File: config.mk
export PLATFORM = sky130hd
export DESIGN_NAME = acs_sequencer
export DESIGN_NICKNAME = d
export VERILOG_FILES = /design/src/acs_sequencer.v /design/src/acs_result_mem.v
export VERILOG_INCLUDE_DIRS = /design/src
export SDC_FILE = /design/constraint.sdc
export NUM_CORES = 1
export LEC_CHECK = 0
export ABC_AREA = 1
export BUFFER_PORTS_ARGS = -buffer_cell sky130_fd_sc_hd__buf_2
export CAP_MARGIN = 20
export CORE_ASPECT_RATIO = 0.5
export CORE_MARGIN = 4
export CORE_UTILIZATION = 40
export CTS_BUF_LIST = sky130_fd_sc_hd__clkbuf_16
export DETAILED_ROUTE_END_ITERATION = 10
export GPL_ROUTABILITY_DRIVEN = 1
export GPL_TIMING_DRIVEN = 0
export PLACE_DENSITY_LB_ADDON = 0.05
export SETUP_SLACK_MARGIN = 0.1
export SLEW_MARGIN = 20
export SYNTH_ARGS = -nofsm -noshare
export SYNTH_HDL_FRONTEND = slang
export SYNTH_HIERARCHICAL = 1
export SYNTH_SLANG_ARGS = --single-unit
File: constraint.sdc
create_clock -name clk -period 3.3 [get_ports clk]
set_input_delay 0.66 -clock clk [delete_from_list [all_inputs] [get_ports clk]]
set_output_delay 0.66 -clock clk [all_outputs]
set_load 0.02 [all_outputs]
File: src/acs_consts.vh
// Constants for the conversion sequencer: register map, fields, reset values, timing
`ifndef ACS_CONSTS_VH
`define ACS_CONSTS_VH

// ----------------------------------------------------------------------------
// Register word offsets (byte addresses)
// ----------------------------------------------------------------------------
`define ACS_OFF_CTRL      8'h00
`define ACS_OFF_CHSEL     8'h04
`define ACS_OFF_TIMING    8'h08
`define ACS_OFF_STATUS    8'h0c
`define ACS_OFF_RESULT    8'h10
`define ACS_OFF_SCANRES   8'h20
`define ACS_SCANRES_MASK  8'hf0

// ----------------------------------------------------------------------------
// Control fields
// ----------------------------------------------------------------------------
`define ACS_CTRL_START    0
`define ACS_CTRL_STOP     1
`define ACS_CTRL_TRG_LO   2
`define ACS_CTRL_TRG_HI   3
`define ACS_CTRL_SCAN     4
`define ACS_CTRL_CONT     5
`define ACS_CTRL_TSRC_LO  8
`define ACS_CTRL_TSRC_HI  9
`define ACS_CTRL_PWR      10

// Trigger modes
`define ACS_TRG_SOFT      2'h0
`define ACS_TRG_HW_NOWAIT 2'h1
`define ACS_TRG_HW_WAIT   2'h2

// ----------------------------------------------------------------------------
// Channel codes: 0..20 external, then internal sources
// ----------------------------------------------------------------------------
`define ACS_CH_EXT_LAST   5'h14
`define ACS_CH_SCAN_LAST  5'h0c
`define ACS_CH_TEMP       5'h15
`define ACS_CH_VREF_INT   5'h16
`define ACS_CH_GAIN_A     5'h17
`define ACS_CH_GAIN_B     5'h18
`define ACS_CH_REF_POS    5'h19
`define ACS_CH_REF_NEG    5'h1a
`define ACS_CH_RESET      5'h00

// ----------------------------------------------------------------------------
// Timing: sample/convert in half clocks (13.5 clk = 27, 31.5 clk = 63), stabilise time and clock period in ns
// ----------------------------------------------------------------------------
`define ACS_SAMP_RESET    8'h1b
`define ACS_CONV_RESET    8'h3f
`define ACS_STAB_TIME_NS  1000
`define ACS_CLK_PERIOD_NS 100

`endif

File: src/acs_sequencer.v
// Conversion sequencer: trigger modes, channel select and scan, timing, Wishbone slave
// Function
// - 12-bit results, 21 external channels addressable
// - Software start begins conversion immediately
// - Hardware trigger starts powered converter immediately
// - Wait mode: trigger powers up, then converts
// - Select mode converts one chosen channel
// - Scan converts four consecutive channels, first sixteen
// - Single mode converts once per start
// - Continuous mode repeats until software stops
// - Sample/convert clocks programmable, default 13.5/31.5
// - Internal reference and temperature sensor selectable
// - Self-test sources: reference rails, channel, sensors
// - Both gain amplifier outputs selectable
//
// Added by the designer: the address map and the Wishbone slave port.
`timescale 1ns/1ps
`default_nettype none
`include "acs_consts.vh"
module acs_sequencer #(
  parameter RES_W = 12
) (
  input  wire             clk,
  input  wire             nrst,
  // Wishbone classic slave
  input  wire             wb_cyc_i,
  input  wire             wb_stb_i,
  input  wire             wb_we_i,
  input  wire [7:0]       wb_adr_i,
  input  wire [3:0]       wb_sel_i,
  input  wire [31:0]      wb_dat_i,
  output reg  [31:0]      wb_dat_o,
  output reg              wb_ack_o,
  // Hardware trigger sources, asynchronous to clk
  input  wire [3:0]       hw_trig,
  // Converter core
  input  wire             conv_done,
  input  wire [RES_W-1:0] conv_data,
  output reg  [4:0]       analog_input_channel,
  output reg              conv_power,
  output reg              conv_sample,
  output reg              conv_start,
  output reg              conv_done_evt
);
  // --------------------------------------------------------------------------
  // Local constants
  // --------------------------------------------------------------------------
  localparam [5:0] ST_IDLE = 6'h01;
  localparam [5:0] ST_STAB = 6'h02;
  localparam [5:0] ST_SAMP = 6'h04;
  localparam [5:0] ST_CONV = 6'h08;
  localparam [5:0] ST_WAIT = 6'h10;
  localparam [5:0] ST_NEXT = 6'h20;
  localparam integer STAB_CYC_I = (`ACS_STAB_TIME_NS + `ACS_CLK_PERIOD_NS - 1) / `ACS_CLK_PERIOD_NS;
  localparam [7:0] STAB_CYC = STAB_CYC_I[7:0];

  // Half-clock count rounded up to whole clocks
  function [7:0] half_to_cyc;
    input [7:0] h;
    begin
      half_to_cyc = {1'b0, h[7:1]} + {7'h00, h[0]};
    end
  endfunction

  // --------------------------------------------------------------------------
  // Registers
  // --------------------------------------------------------------------------
  reg [1:0]  trg_mode_q;
  reg        scan_q;
  reg        cont_q;
  reg [1:0]  trg_src_q;
  reg        pwr_en_q;
  reg [4:0]  ch_sel_q;
  reg [7:0]  samp_q;
  reg [7:0]  conv_q;
  reg [5:0]  st_q;
  reg [7:0]  cnt_q;
  reg [1:0]  scan_idx_q;
  reg [RES_W-1:0] result_q;
  reg        overrun_q;
  reg        done_flag_q;
  reg [3:0]  trg_s1_q;
  reg [3:0]  trg_s2_q;
  reg        trg_prev_q;
  reg        run_q;

  reg        rd_wait_q;
  wire wb_req = wb_cyc_i & wb_stb_i & ~wb_ack_o & ~rd_wait_q;
  // Scan store reads take one extra cycle: the store has a registered read port
  wire scan_rd  = wb_req & ~wb_we_i & ((wb_adr_i & `ACS_SCANRES_MASK) == `ACS_OFF_SCANRES);
  wire wb_wr  = wb_req & wb_we_i;
  wire wr_ctrl = wb_wr & (wb_adr_i == `ACS_OFF_CTRL) & wb_sel_i[0];
  wire sw_start = wr_ctrl & wb_dat_i[`ACS_CTRL_START];
  wire sw_stop  = wr_ctrl & wb_dat_i[`ACS_CTRL_STOP];
  wire stat_rd  = wb_req & ~wb_we_i & (wb_adr_i == `ACS_OFF_STATUS);

  // --------------------------------------------------------------------------
  // Trigger synchroniser and edge detect
  // --------------------------------------------------------------------------
  always @(posedge clk or negedge nrst) begin
    if (!nrst) begin
      trg_s1_q   <= 4'h0;
      trg_s2_q   <= 4'h0;
      trg_prev_q <= 1'b0;
    end else begin
      trg_s1_q   <= hw_trig;
      trg_s2_q   <= trg_s1_q;
      trg_prev_q <= trg_s2_q[trg_src_q];
    end
  end
  wire hw_edge = trg_s2_q[trg_src_q] & ~trg_prev_q & (trg_mode_q != `ACS_TRG_SOFT);
  // A start written together with new mode bits must already use them
  wire scan_now = (wr_ctrl && st_q == ST_IDLE) ? wb_dat_i[`ACS_CTRL_SCAN] : scan_q;
  wire go_samp  = (st_q == ST_IDLE) & (sw_start | (hw_edge & (trg_mode_q == `ACS_TRG_HW_NOWAIT) & pwr_en_q));
  wire go_stab  = (st_q == ST_IDLE) & ~sw_start & hw_edge & (trg_mode_q == `ACS_TRG_HW_WAIT);

  // Scan base restricted so the group of four stays within the first sixteen
  wire [4:0] scan_base = (ch_sel_q > `ACS_CH_SCAN_LAST) ? `ACS_CH_SCAN_LAST : ch_sel_q;
  wire [4:0] cur_ch    = scan_now ? (scan_base + {3'h0, scan_idx_q}) : ch_sel_q;

  // --------------------------------------------------------------------------
  // Result store for scan sets
  // --------------------------------------------------------------------------
  wire [RES_W-1:0] mem_rd;
  acs_result_mem #(.WIDTH(RES_W), .DEPTH(4), .AW(2)) u_mem (
    .clk   (clk),
    .we    (st_q == ST_WAIT && conv_done),
    .waddr (scan_idx_q),
    .wdata (conv_data),
    .raddr (wb_adr_i[3:2]),
    .rdata (mem_rd)
  );

  // --------------------------------------------------------------------------
  // Sequencer
  // --------------------------------------------------------------------------
  always @(posedge clk or negedge nrst) begin
    if (!nrst) begin
      st_q          <= ST_IDLE;
      cnt_q         <= 8'h00;
      scan_idx_q    <= 2'h0;
      result_q      <= {RES_W{1'b0}};
      run_q         <= 1'b0;
      conv_power    <= 1'b0;
      conv_sample   <= 1'b0;
      conv_start    <= 1'b0;
      conv_done_evt <= 1'b0;
      analog_input_channel <= `ACS_CH_RESET;
      overrun_q     <= 1'b0;
      done_flag_q   <= 1'b0;
    end else begin
      conv_start    <= 1'b0;
      conv_done_evt <= 1'b0;
      if (stat_rd) begin
        done_flag_q <= 1'b0;
        overrun_q   <= 1'b0;
      end
      // Wait mode keeps the core off while idle; a start powers it up in the same edge
      conv_power <= (trg_mode_q == `ACS_TRG_HW_WAIT) ? (st_q != ST_IDLE || go_stab || go_samp) :
                    (pwr_en_q || st_q != ST_IDLE || go_samp);
      case (st_q)
        ST_IDLE: begin
          scan_idx_q <= 2'h0;
          if (go_samp) begin
            run_q <= 1'b1;
            analog_input_channel <= cur_ch;
            cnt_q <= half_to_cyc(samp_q);
            conv_sample <= 1'b1;
            st_q  <= ST_SAMP;
          end else if (go_stab) begin
            run_q <= 1'b1;
            cnt_q <= STAB_CYC;
            st_q  <= ST_STAB;
          end
        end
        ST_STAB: begin
          if (cnt_q <= 8'h01) begin
            analog_input_channel <= cur_ch;
            cnt_q <= half_to_cyc(samp_q);
            conv_sample <= 1'b1;
            st_q  <= ST_SAMP;
          end else begin
            cnt_q <= cnt_q - 8'h01;
          end
        end
        ST_SAMP: begin
          if (cnt_q <= 8'h01) begin
            conv_sample <= 1'b0;
            conv_start  <= 1'b1;
            cnt_q <= half_to_cyc(conv_q);
            st_q  <= ST_CONV;
          end else begin
            cnt_q <= cnt_q - 8'h01;
          end
        end
        ST_CONV: begin
          if (cnt_q <= 8'h01) begin
            st_q <= ST_WAIT;
          end else begin
            cnt_q <= cnt_q - 8'h01;
          end
        end
        ST_WAIT: begin
          if (conv_done) begin
            result_q      <= conv_data;
            conv_done_evt <= 1'b1;
            done_flag_q   <= 1'b1;
            st_q          <= ST_NEXT;
          end
        end
        ST_NEXT: begin
          if (scan_q && scan_idx_q != 2'h3) begin
            scan_idx_q <= scan_idx_q + 2'h1;
            st_q <= ST_IDLE;
            run_q <= 1'b1;
          end
          if (!run_q || (!cont_q && !(scan_q && scan_idx_q != 2'h3))) begin
            st_q  <= ST_IDLE;
            run_q <= 1'b0;
          end else begin
            if (!(scan_q && scan_idx_q != 2'h3)) begin
              scan_idx_q <= 2'h0;
            end
            // Index wraps from the last channel of the group back to the base
            analog_input_channel <= scan_q ? (scan_base + {3'h0, scan_idx_q + 2'h1}) : ch_sel_q;
            cnt_q <= half_to_cyc(samp_q);
            conv_sample <= 1'b1;
            st_q  <= ST_SAMP;
          end
        end
        default: st_q <= ST_IDLE;
      endcase
      if (sw_stop) begin
        run_q <= 1'b0;
      end
      // Triggers while busy are dropped; only an indication is kept
      if (hw_edge && st_q != ST_IDLE) begin
        overrun_q <= 1'b1;
      end
    end
  end

  // --------------------------------------------------------------------------
  // Register writes
  // --------------------------------------------------------------------------
  always @(posedge clk or negedge nrst) begin
    if (!nrst) begin
      trg_mode_q <= `ACS_TRG_SOFT;
      scan_q     <= 1'b0;
      cont_q     <= 1'b0;
      trg_src_q  <= 2'h0;
      pwr_en_q   <= 1'b0;
      ch_sel_q   <= `ACS_CH_RESET;
      samp_q     <= `ACS_SAMP_RESET;
      conv_q     <= `ACS_CONV_RESET;
    end else if (wb_wr && st_q == ST_IDLE) begin
      // Mode changes only land while idle so a running sequence stays coherent
      case (wb_adr_i)
        `ACS_OFF_CTRL: begin
          if (wb_sel_i[0]) begin
            trg_mode_q <= wb_dat_i[`ACS_CTRL_TRG_HI:`ACS_CTRL_TRG_LO];
            scan_q     <= wb_dat_i[`ACS_CTRL_SCAN];
            cont_q     <= wb_dat_i[`ACS_CTRL_CONT];
          end
          if (wb_sel_i[1]) begin
            trg_src_q  <= wb_dat_i[`ACS_CTRL_TSRC_HI:`ACS_CTRL_TSRC_LO];
            pwr_en_q   <= wb_dat_i[`ACS_CTRL_PWR];
          end
        end
        `ACS_OFF_CHSEL: begin
          if (wb_sel_i[0] && wb_dat_i[4:0] <= `ACS_CH_REF_NEG) begin
            ch_sel_q <= wb_dat_i[4:0];
          end
        end
        `ACS_OFF_TIMING: begin
          if (wb_sel_i[0] && wb_dat_i[7:0] != 8'h00) begin
            samp_q <= wb_dat_i[7:0];
          end
          if (wb_sel_i[1] && wb_dat_i[15:8] != 8'h00) begin
            conv_q <= wb_dat_i[15:8];
          end
        end
        default: begin
        end
      endcase
    end
  end

  // --------------------------------------------------------------------------
  // Bus answer: two cycles for scan store reads, ack one cycle after request
  // --------------------------------------------------------------------------
  always @(posedge clk or negedge nrst) begin
    if (!nrst) begin
      wb_ack_o  <= 1'b0;
      rd_wait_q <= 1'b0;
      wb_dat_o  <= 32'h0000_0000;
    end else begin
      wb_ack_o  <= rd_wait_q | (wb_req & ~scan_rd);
      rd_wait_q <= scan_rd;
      wb_dat_o  <= 32'h0000_0000;
      if (rd_wait_q) begin
        wb_dat_o <= {{(32-RES_W){1'b0}}, mem_rd};
      end else if (wb_req && !wb_we_i) begin
        case (wb_adr_i)
          `ACS_OFF_CTRL:   wb_dat_o <= {21'h0, pwr_en_q, trg_src_q, 2'h0, cont_q, scan_q,
                                        trg_mode_q, 2'h0};
          `ACS_OFF_CHSEL:  wb_dat_o <= {27'h0, ch_sel_q};
          `ACS_OFF_TIMING: wb_dat_o <= {16'h0, conv_q, samp_q};
          `ACS_OFF_STATUS: wb_dat_o <= {26'h0, scan_idx_q, overrun_q, done_flag_q,
                                        conv_power, (st_q != ST_IDLE)};
          `ACS_OFF_RESULT: wb_dat_o <= {{(32-RES_W){1'b0}}, result_q};
          default: wb_dat_o <= 32'h0000_0000;
        endcase
      end
    end
  end
endmodule // acs_sequencer
`default_nettype wire

File: src/acs_result_mem.v
// Four-word result store for the conversion sequencer, registered read port
`timescale 1ns/1ps
`default_nettype none
module acs_result_mem #(
  parameter WIDTH = 12,
  parameter DEPTH = 4,
  parameter AW    = 2
) (
  input  wire             clk,
  input  wire             we,
  input  wire [AW-1:0]    waddr,
  input  wire [WIDTH-1:0] wdata,
  input  wire [AW-1:0]    raddr,
  output reg  [WIDTH-1:0] rdata
);
  reg [WIDTH-1:0] mem [0:DEPTH-1];

  always @(posedge clk) begin
    if (we) begin
      mem[waddr] <= wdata;
    end
    rdata <= mem[raddr];
  end
endmodule // acs_result_mem
`default_nettype wire

* Word-level counts from Yosys, hierarchy flattened
Memory sizes are Yosys's and may differ from the RTL's. A register that Yosys moved wholly into a read port is not among the register bits.
Cells that the tools add are included.
** Storage, ports and cells
- Output and inout port bits :: 42
- Bits in writable memories :: 48
- Bits of input ports :: 66
- Memories kept :: 1
- Word-level logic and storage cells :: 185
- Register bits after elaboration :: 111
** Memories
- u_mem.mem :: words 4, width 12, read ports 1, clocked after Yosys merged registers in 1, wr ports 1, RTL line acs_result_mem.v:16 : reg [WIDTH-1:0] mem [0:DEPTH-1];
** Cells by class
- Reduce and logical (&&, ||, !) cells :: 40
- Add/subtract/negate cells :: 6
- Bitwise operators :: 28
- Muxes and demuxes :: 55
- Magnitude comparators :: 4
- Equal/unequal tests :: 25
** Operators by type and width (number)
- $pmux W16 S5 :: 1
- $mux W32 :: 2
- $mux W8 :: 6
- $pmux W8 S5 :: 1
- $mux W6 :: 6
- $pmux W6 S6 :: 1
- $mux W5 :: 6
- $mux W1 :: 23
- $and A1 B1 Y1 :: 20
- $reduce_and A3 Y1 :: 6
- $add A7 B1 Y8 :: 2
- $eq A8 B4 Y1 const B :: 2
- $ne A2 B2 Y1 const B :: 8
- $reduce_bool A8 Y1 :: 2
- $pmux W5 S3 :: 1
- $add A5 B2 Y5 :: 2
- $logic_and A1 B1 Y1 :: 10
- $reduce_and A5 Y1 :: 2
- $eq A8 B3 Y1 const B :: 1
- $eq A8 B5 Y1 const B :: 1
- $le A8 B1 Y1 const B :: 1
- $logic_not A8 Y1 :: 1
- $ne A4 B4 Y1 const B :: 2
- $reduce_and A4 Y1 :: 2
- 31 further kinds :: 49

* Longest topological paths before layout
Gate-level depths: netlist of the first run.
- Depth after elaboration :: 15
- Mapped depth :: 13

* Cells and area by module
The synthesis of the first run kept the hierarchy.
** Modules (own cells, without submodules)
- acs_sequencer :: sequential area each 2391.0 sq um, area an instance 5835.6 sq um, times used 1, cells an instance 756
- acs_result_mem :: sequential area each 1681.6 sq um, area an instance 2342.2 sq um, times used 1, cells an instance 208

* Worst setup path after synthesis of the first run
OpenSTA, ideal clock, no wires.
- Path type :: flip-flop to flip-flop
- Start point :: register st_q[2]
- End point :: memory u_mem.mem[0][0], enable pin
- Slack :: 723 ps
- Data arrival time :: 2180 ps
- Buffers on the path :: 1
- Stages on the path, launching flop included :: 9
- Period minus slack after synthesis :: 2577 ps
- Cell sequence :: dfrtp_1 nor2_4 nand2_1 nor3_2 inv_1 nor2_2 buf_2 inv_1 nor3_1
** Between the ends
- Longest elaborated chain between the ends :: 4
** RTL lines
- start, declared :: RTL line acs_sequencer.v:76 : reg [5:0] st_q;
- start signal, assigned :: RTL line acs_sequencer.v:139 : st_q <= ST_IDLE;
- start signal, assigned :: RTL line acs_sequencer.v:169 : st_q <= ST_SAMP;
- start signal, assigned :: RTL line acs_sequencer.v:173 : st_q <= ST_STAB;
- $eq A6 B5 Y1 :: RTL line acs_sequencer.v:127 : .we (st_q == ST_WAIT && conv_done),
- $logic_and A1 B1 Y1 :: RTL line acs_sequencer.v:127
- $mux W1 :: RTL line acs_result_mem.v:19 : if (we) begin
- $mux W1 (not written as such) :: RTL line acs_result_mem.v:20 : mem[waddr] <= wdata;
- end, declared :: RTL line acs_result_mem.v:16
Every way passes these cells.

* Worst setup path in the final report of the first run
- Start point :: register st_q[2]
- End point :: memory u_mem.mem[2][8], enable pin
Same word-level chain as after synthesis.

==> results.sh, run 1 <==
export IMPL_status="finished, final reports clean"
export IMPL_path_max_fanout=11
export IMPL_clk_pin_slew_ns=0.06
export IMPL_crit_slowest_cell="nor3_2"
export IMPL_grt_antenna_before_repair=0
export IMPL_synth_area_um2=8180
export IMPL_core_um2=19800
export IMPL_die_w_um=210
export IMPL_synth_top_area_cell="dfrtp_1"
export IMPL_min_period_ns=2.87
export IMPL_drv_slew=0
export IMPL_ir_drop_mv=0.371
export IMPL_track_usage_pct=18.7
export IMPL_pwr_share_comb_pct=24.0
export IMPL_p_switching_mw=1.77
export IMPL_io_pins=108
export IMPL_vias_per_cell=4.76
export IMPL_overflow=0
export IMPL_slowest_delay_ns=0.50
export IMPL_p_leak_nw=4.67
export IMPL_critPathLaunchType="register"
export IMPL_cts_root_buffer_cell="clkbuf_16"
export IMPL_diodes=0
export IMPL_power_switching_share_pct=33.2
export IMPL_path_cells="nor2_4, nand2_1, nor3_2, inv_1, nor2_2, buf_2, inv_1, nor3_2, buf_4"
export IMPL_power_density_nw_per_um2=556
export IMPL_clock_skew_ns=0.0105
export IMPL_placed_area_um2=9020
export IMPL_dp_slack_ns=0.404
export IMPL_cp_arrival_ns=3.01
export IMPL_ys_seq_area_share_pct=49.8
export IMPL_clock_latency_ns=0.43
export IMPL_setup_violations=0
export IMPL_synth_distinct_cells=52
export IMPL_synthArstFlopShare_pct=61.3
export IMPL_synth_edff_count=48
export IMPL_synthTopCellsByArea="dfrtp_1 26%, edfxtp_1 18%, nand2_1 13%, inv_1 6.4%, nand3_1 5.0%"
export IMPL_dieArea_um2=22900
export IMPL_htreeDepth=4
export IMPL_yosys_warnings=6
export IMPL_syn_area_per_cell_um2=8.48
export IMPL_drt_pass1_iterations=5
export IMPL_grt_max_degree=66
export IMPL_crit_path_start="st_q[2]"
export IMPL_vias=6447
export IMPL_finalCritPeriodShare_pct=87.0
export IMPL_finalNetCount=1156
export IMPL_p_clk_share_pct=35.4
export IMPL_p_seq_share_pct=40.6
export IMPL_crit_buf_inv=4
export IMPL_drtIter0Drc=327
export IMPL_port_buffers=73
export IMPL_internal_power_mw=3.56
export IMPL_rsz0062_at_grt="no"
export IMPL_fmax_mhz=348
export IMPL_clock_sinks=155
export IMPL_tightest_slew_ns=0.621
export IMPL_wl_per_cell_um=15.3
export IMPL_cts_inserted_buffers=17
export IMPL_r2r_start="st_q[2]"
export IMPL_area_delta_synth_final_pct=17.3
export IMPL_post_cts_resized=0
export IMPL_clk_path_buf_depth=2
export IMPL_remaining_drc_errors=0
export IMPL_die_h_um=109
export IMPL_cap_violations=0
export IMPL_drive_above_1_share_pct=20.9
export IMPL_cts_hold_buf=0
export IMPL_final_hold_viol_count=0
export IMPL_grt_pass1_wl_um=33200
export IMPL_ys_flop_type="dfrtp_1"
export IMPL_nFillCells=1938
export IMPL_setup_slack_ns=0.428
export IMPL_cts_tree="built"
export IMPL_cp_end_kind="register"
export IMPL_rows=36
export IMPL_relSlewSlack_pct=58.4
export IMPL_critical_path_top_delay_family="simple AND/OR/NAND/NOR gates"
export IMPL_critPathRequiredTime_ns=3.43
export IMPL_hold_path_class="in2async"
export IMPL_postSynthCellCount=964
export IMPL_fin_area_um2=9590
export IMPL_gp_congestion=0.884
export IMPL_synth_seq_cells=155
export IMPL_grt_pass1_vias=6204
export IMPL_dp_hpwl_um=16200
export IMPL_routed_wirelength_um=20700
export IMPL_cts_setup_buffers=0
export IMPL_synth_top_area_share_pct=25.7
export IMPL_crit_type="reg2reg"
export IMPL_ant_nets=0
export IMPL_initial_core_util_pct=41.4
==> cells in the final DEF (no fill, tap or decap), types with 15 or more instances in the layout <==
master / Yosys / final
dfrtp_1: 84 / 84
edfxtp_1: 48 / 48
o21ai_0: 54 / 54
buf_2: 6 / 78
inv_1: 139 / 141
nand4_1: 15 / 15
nand3_1: 82 / 82
nor2_1: 43 / 43
nand2_2: 15 / 15
nand2_1: 292 / 292
clkbuf_16: 0 / 18
buf_4: 18 / 21
conb_1: 1 / 16
==> worst register-to-register path, cell delays in order, from the launching register on <==
cell and delay (ns):
dfrtp_1 0.41, nor2_4 0.19, nand2_1 0.08, nor3_2 0.16, inv_1 0.10, nor2_2 0.37
buf_2 0.32, inv_1 0.15, nor3_2 0.50, buf_4 0.29
==> state kept, by name (all words and copies together), names as in the netlist, 2 cells and up <==
| register | flops |
|---|---|
| result_q | 12 |
| st_q | 6 |
| trg_s2_q | 4 |
| cnt_q | 8 |
| u_mem/mem | 48 |
| samp_q | 8 |
| trg_src_q | 2 |
| ch_sel_q | 5 |
| conv_q | 8 |
| trg_s1_q | 4 |
| analog_input_channel | 5 |
| trg_mode_q | 2 |
| wb_dat_o | 16 |
| u_mem/rdata | 12 |
| scan_idx_q | 2 |
==> power by group through the flow <==
stage | logic (mW) | registers [mW] | clock network [mW]
after floorplan | 0.909 | 2.20 | 0
after global placement | 1.26 | 2.20 | 0
after detailed placement | 1.27 | 2.20 | 0
after CTS | 1.27 | 2.16 | 1.94
after global routing | 1.43 | 2.18 | 2.03
final | 1.28 | 2.17 | 1.89
==> synthesized netlist by cell type (all sizes together), types with 3 or more instances <==
cell and number:
nand2 311, clkbuf 3, o2111ai 3, o211ai 3, edfxtp 48, dfrtp 84, dfxtp 12, xor2 4
nor3 18, nand3 89, inv 149, a21oi 11, dfstp 11, ha 12, nand4 19, o22ai 6
buf 32, xnor2 4, nor2 62, o21ai 64
==> layer usage <==
| metal | global-route usage (%) | vias up | wire [µm] |
|---|---|---|---|
| met2 | 30.1 | 133 | 9410 |
| met3 | 4.57 | 10 | 1010 |
| met1 | 26.0 | 3013 | 10100 |
| met4 | 3.63 | 0 | 146 |
| met5 | 0 | - | 0 |
| li1 | - | 3291 | - |
==> final cells by class <==
type                       instances  area (µm²)  share of cell area (%)
clock inverter                    14         120                    1.25
inverter                         150         574                    5.99
multi-input combinational        639        3340                    34.8
buffer                            35         270                    2.82
tap                              266         333                    3.47
timing repair buffer              78         433                    4.51
clock buffer                      18         450                    4.70
sequential                       155        4070                    42.5
==> worst paths after layout <==
kind,slack (ns),cells past startpoint,to
hold reg to reg,0.35,0,trg_s2_q[2]
min in group clk,0.34,1,trg_s1_q[1]
setup / recovery,0.43,9,u_mem/mem[2][8]
max in group asynchronous,2.52,2,st_q[0]
hold / removal,0.10,1,trg_s1_q[2]
setup reg to reg,0.43,9,u_mem/mem[2][8]
==> through the flow <==
stage               std cells  power [mW]  setup TNS (ns)  hold slack [ns]  util, %
global placement         1318        3.46          -15.75            0.341     45.2
detailed placement       1323        3.47               0            0.340     45.6
floorplan                 979        3.11               0            0.331        -
finish                   1355        5.33               0            0.104     48.5
CTS                      1355        5.38               0           0.0994     48.5
global route             1355        5.63               0            0.106     48.5
==> cells by family (layout without fill, tap and decap cells) <==
logic type                 after synthesis  after routing  share of synthesized area (%)
AOI/OAI and AO/OA                       96             96                           7.19
other                                    1             16                         0.0459
DFF                                    155            155                           49.8
and+or+nand+nor                        505            505                           29.5
buffers and inverters                  185            295                           10.3
adders and majority gates               14             14                           2.33
xor gates and xnor gates                 8              8                          0.857
No activity file was read; power rests on OpenSTA's default activity.
==> run 2, diff against run 1 <==
Settings changed: CTS_BUF_LIST sky130_fd_sc_hd__clkbuf_16 to default, SKIP_LAST_GASP from default to 1.
==> run 2 against run 1 <==
Power grew 0.50%. Fmax increased by 0.25%. Sequential cell count unchanged. Count of clock-buffer cells in the layout up 3. Sequential share of layout area barely moved. Routed wire length grew 0.16%. Utilization is 0.051 points higher. Critical endpoint unchanged.
==> results.sh, run 2 (same netlist as run 1, synthesis figures left out) <==
export IMPL_setup_slack_ns=0.435
export IMPL_initial_core_util_pct=41.4
export IMPL_cts_root_buffer_cell="clkbuf_16"
export IMPL_gp_congestion=0.884
export IMPL_critPathLaunchType="register"
export IMPL_cp_arrival_ns=3.00
export IMPL_relSlewSlack_pct=58.6
export IMPL_track_usage_pct=18.6
export IMPL_routed_wirelength_um=20700
export IMPL_wl_met1_um=10100
export IMPL_finalCritPeriodShare_pct=86.8
export IMPL_tightest_slew_ns=0.618
export IMPL_grt_pass1_vias=6199
export IMPL_ir_drop_mv=0.371
export IMPL_grt_antenna_before_repair=0
export IMPL_power_density_nw_per_um2=558
export IMPL_path_max_fanout=11
export IMPL_placed_area_um2=9020
export IMPL_grt_pass1_wl_um=33100
export IMPL_critPathRequiredTime_ns=3.44
export IMPL_htreeDepth=4
export IMPL_rsz0062_at_grt="no"
export IMPL_remaining_drc_errors=0
export IMPL_drive_above_1_share_pct=21.0
export IMPL_nFillCells=1940
export IMPL_dieArea_um2=22900
export IMPL_final_common_cell="nand2_1"
export IMPL_cts_inserted_buffers=17
export IMPL_diodes=0
export IMPL_ant_nets=0
export IMPL_port_buffers=73
export IMPL_top_regs="u_mem/mem (48), wb_dat_o (16)"
export IMPL_crit_type="reg2reg"
export IMPL_drtIter0Drc=342
export IMPL_largest_reg_flops=48
export IMPL_top_layer="met4"
export IMPL_cts_hold_buf=0
export IMPL_clock_skew_ns=0.0111
export IMPL_path_cells="nor2_4, nand2_1, nor3_2, inv_1, nor2_2, buf_2, inv_1, nor3_2, buf_4"
export IMPL_wl_per_cell_um=15.3
export IMPL_final_hold_viol_count=0
export IMPL_cts_tree="built"
export IMPL_r2r_slack_ns=0.44
export IMPL_critical_path_top_delay_family="simple AND/OR/NAND/NOR gates"
export IMPL_final_cell_mix="292 x nand2_1, 139 x inv_1, 84 x dfrtp_1"
export IMPL_fmax_mhz=349
export IMPL_wl_met3_um=1150
export IMPL_largest_register="u_mem/mem"
export IMPL_status="finished, final reports clean"
export IMPL_setup_violations=0
export IMPL_wl_met2_um=9340
export IMPL_fin_area_um2=9600
export IMPL_p_leak_nw=4.67
export IMPL_overflow=0
export IMPL_clock_latency_ns=0.43
export IMPL_clock_sinks=155
export IMPL_grt_max_degree=66
export IMPL_vias=6457
export IMPL_min_period_ns=2.86
export IMPL_cts_setup_buffers=0
export IMPL_drt_pass1_iterations=5
export IMPL_clk_path_buf_depth=2
export IMPL_cp_end_kind="register"
export IMPL_dp_slack_ns=0.404
export IMPL_post_cts_resized=0
export IMPL_hold_path_class="in2async"
export IMPL_rows=36
export IMPL_slowest_delay_ns=0.50
export IMPL_crit_slowest_cell="nor3_2"
export IMPL_drv_slew=0
export IMPL_crit_buf_inv=4
export IMPL_dp_hpwl_um=16200
export IMPL_vias_per_cell=4.77
export IMPL_die_h_um=109
export IMPL_area_delta_synth_final_pct=17.4
export IMPL_die_w_um=210
export IMPL_core_um2=19800
export IMPL_finalNetCount=1156
export IMPL_io_pins=108
export IMPL_cap_violations=0
export IMPL_clk_pin_slew_ns=0.06
==> run 2: changes by cell type in the layout (fill, tap and decap cells not counted) <==
cell	previous run	this run
clkbuf_1	3	5
clkbuf_8	0	1
clkinv_1	1	0
inv_1	141	139
==> run 2: cell type report <==
class / count / area, µm² / share of cell area, %
Inverter: 150 / 574 / 5.98
Tap cell: 266 / 333 / 3.47
Timing Repair Buffer: 78 / 433 / 4.51
Clock inverter: 11 / 109 / 1.13
Sequential cell: 155 / 4070 / 42.4
Clock buffer: 21 / 472 / 4.91
Multi-Input combinational cell: 639 / 3340 / 34.8
Buffer: 35 / 270 / 2.82
==> run 2: per-layer routing <==
metal  up-vias  global-route usage (%)
met5         -                       0
met4         0                    3.49
met3        11                    4.66
met2       148                    30.0
met1      3010                    26.0
li1       3288                       -
==> run 2: where the power goes <==
part	switching [mW]	internal, mW	total, mW
combinational	0.874	0.400	1.27
sequential	0.0867	2.08	2.17
clock	0.803	1.11	1.92
==> run 2: path summary, 6_finish.rpt <==
check,cells after the start,from,endpoint
min in group clk,1,hw_trig[1],trg_s1_q[1]
hold / removal,1,nrst,trg_s1_q[2]
setup / recovery,9,st_q[2],u_mem/mem[2][8]
setup reg to reg,9,st_q[2],u_mem/mem[2][8]
hold reg to reg,0,trg_s1_q[2],trg_s2_q[2]
max in group asynchronous,2,nrst,st_q[0]
==> run 2: per-stage QoR <==
step                util, %  setup TNS [ns]  total power, mW  std cells  hold WS [ns]
finish                 48.6               0             5.36       1355         0.102
detailed placement     45.6               0             3.47       1323         0.340
global placement       45.2          -15.75             3.46       1318         0.341
CTS                    48.6               0             5.41       1355        0.0997
global route           48.6               0             5.66       1355         0.105
floorplan                 -               0             3.11        979         0.331
==> run 3, diff against run 2 <==
==> constraint.sdc (replaced) <==
create_clock -name clk -period 3.3 [get_ports clk]
set_input_delay 0.33 -clock clk [delete_from_list [all_inputs] [get_ports clk]]
set_output_delay 0.33 -clock clk [all_outputs]
set_load 0.02 [all_outputs]
==> run 3 against run 2 <==
Cell count up 0.37%. Die area unchanged. Worst hold slack better by 0.015 ns. Utilization up 0.25 points. Routed wire length up 0.37%. Register-to-register slack about the same. Largest power group unchanged. Highest routed layer unchanged.
==> results.sh, run 3 (same netlist as run 1, synthesis figures left out) <==
export IMPL_vias=6450
export IMPL_initial_core_util_pct=41.4
export IMPL_grt_pass1_vias=6242
export IMPL_cp_end_kind="register"
export IMPL_die_h_um=109
export IMPL_slowest_delay_ns=0.49
export IMPL_vias_per_cell=4.74
export IMPL_cap_violations=0
export IMPL_drive_above_1_share_pct=20.9
export IMPL_die_w_um=210
export IMPL_final_hold_viol_count=0
export IMPL_relSlewSlack_pct=58.7
export IMPL_clock_sinks=155
export IMPL_grt_pass1_wl_um=33300
export IMPL_clk_path_buf_depth=2
export IMPL_fmax_mhz=349
export IMPL_track_usage_pct=18.8
export IMPL_rsz0062_at_grt="no"
export IMPL_largest_reg_flops=48
export IMPL_final_cells=1360
export IMPL_min_period_ns=2.86
export IMPL_grtUsageMet2_pct=30.4
export IMPL_routed_wirelength_um=20800
export IMPL_grt_antenna_before_repair=0
export IMPL_drtIter0Drc=305
export IMPL_dieArea_um2=22900
export IMPL_path_cells="nor2_4, nand2_1, nor3_2, inv_1, nor2_2, buf_2, inv_1, nor3_2, buf_4"
export IMPL_drt_pass1_iterations=4
export IMPL_cts_root_buffer_cell="clkbuf_16"
export IMPL_dp_hpwl_um=16200
export IMPL_largest_register="u_mem/mem"
export IMPL_critical_path_top_delay_family="simple AND/OR/NAND/NOR gates"
export IMPL_top_regs="u_mem/mem (48), wb_dat_o (16)"
export IMPL_crit_type="reg2reg"
export IMPL_clock_skew_ns=0.0130
export IMPL_grt_max_degree=66
export IMPL_setup_violations=0
export IMPL_status="finished, final reports clean"
export IMPL_p_leak_nw=4.69
export IMPL_gp_congestion=0.884
export IMPL_path_max_fanout=11
export IMPL_rows=36
export IMPL_crit_slowest_cell="nor3_2"
export IMPL_core_um2=19800
export IMPL_grt_busiest_layer="met2"
export IMPL_drv_slew=0
export IMPL_post_cts_resized=0
export IMPL_power_density_nw_per_um2=556
export IMPL_critPathRequiredTime_ns=3.44
export IMPL_final_common_cell="nand2_1"
export IMPL_final_cell_mix="292 x nand2_1, 139 x inv_1, 84 x dfrtp_1"
export IMPL_finalNetCount=1161
export IMPL_critPathLaunchType="register"
export IMPL_finalCritPeriodShare_pct=86.8
export IMPL_diodes=0
export IMPL_htreeDepth=4
export IMPL_clock_latency_ns=0.43
export IMPL_nFillCells=1939
export IMPL_met1_usage_pct=26.0
export IMPL_area_delta_synth_final_pct=18.0
export IMPL_wl_per_cell_um=15.3
export IMPL_ant_nets=0
export IMPL_dp_cells=1323
export IMPL_crit_buf_inv=4
export IMPL_port_buffers=73
export IMPL_clk_pin_slew_ns=0.06
export IMPL_cts_inserted_buffers=17
export IMPL_gr_usage_met3_pct=4.66
export IMPL_overflow=0
export IMPL_remaining_drc_errors=0
export IMPL_holdWs_ns=0.117
export IMPL_tightest_slew_ns=0.616
export IMPL_ir_drop_mv=0.372
export IMPL_hold_path_class="in2reg"
export IMPL_cts_hold_buf=5
export IMPL_cts_setup_buffers=0
export IMPL_cp_arrival_ns=3.00
export IMPL_cts_tree="built"
export IMPL_io_pins=108
[run 3: worst reg2reg max path, stage by stage, from the launching register on]
cell and delay [ns]:
dfrtp_1 0.41, nor2_4 0.19, nand2_1 0.08, nor3_2 0.16
inv_1 0.10, nor2_2 0.37, buf_2 0.32, inv_1 0.15
nor3_2 0.49, buf_4 0.29
[run 3: area by class of cell]
class                           instances  area [µm²]  share of cell area, %
Sequential cell                       155        4070                   42.2
Multi-Input combinational cell        639        3340                   34.6
Inverter                              150         574                   5.95
Timing Repair Buffer                   83         483                   5.00
Clock buffer                           21         472                   4.89
Tap cell                              266         333                   3.45
Buffer                                 35         270                   2.80
Clock inverter                         11         109                   1.13
[run 3: routing by layer]
metal / part of all wire (%) / up-vias
met5: 0 / -
met4: 0.70 / 0
met3: 4.9 / 10
met2: 45 / 133
met1: 49 / 3010
li1: - / 3297
[run 3: metrics by stage]
stage	power (mW)	setup slack [ns]	utilization, %	area, µm²	TNS (ns)
2_1_floorplan	3.11	0.723	-	8230	0
3_3_place_gp	3.46	-0.428	45.2	8930	-15.75
3_5_place_dp	3.47	0.404	45.6	9020	0
4_1_cts	5.41	0.391	48.8	9650	0
5_1_grt	5.66	0.187	48.8	9650	0
6_report	5.36	0.436	48.8	9650	0
[run 3: where the power goes]
part	switching, mW	internal [mW]
Combinational	0.876	0.404
Clock	0.805	1.11
Sequential	0.0872	2.08
[run 3: worst paths after layout]
path                        startpoint  slack (ns)  cells past startpoint              end
max                            st_q[2]        0.44                      9  u_mem/mem[2][8]
min                          conv_done        0.12                      2          st_q[4]
max reg2reg                    st_q[2]        0.44                      9  u_mem/mem[2][8]
min reg2reg                trg_s1_q[2]        0.35                      0      trg_s2_q[2]
max in group asynchronous         nrst        2.27                      3          st_q[0]
min in group asynchronous         nrst        0.36                      2      trg_s1_q[2]
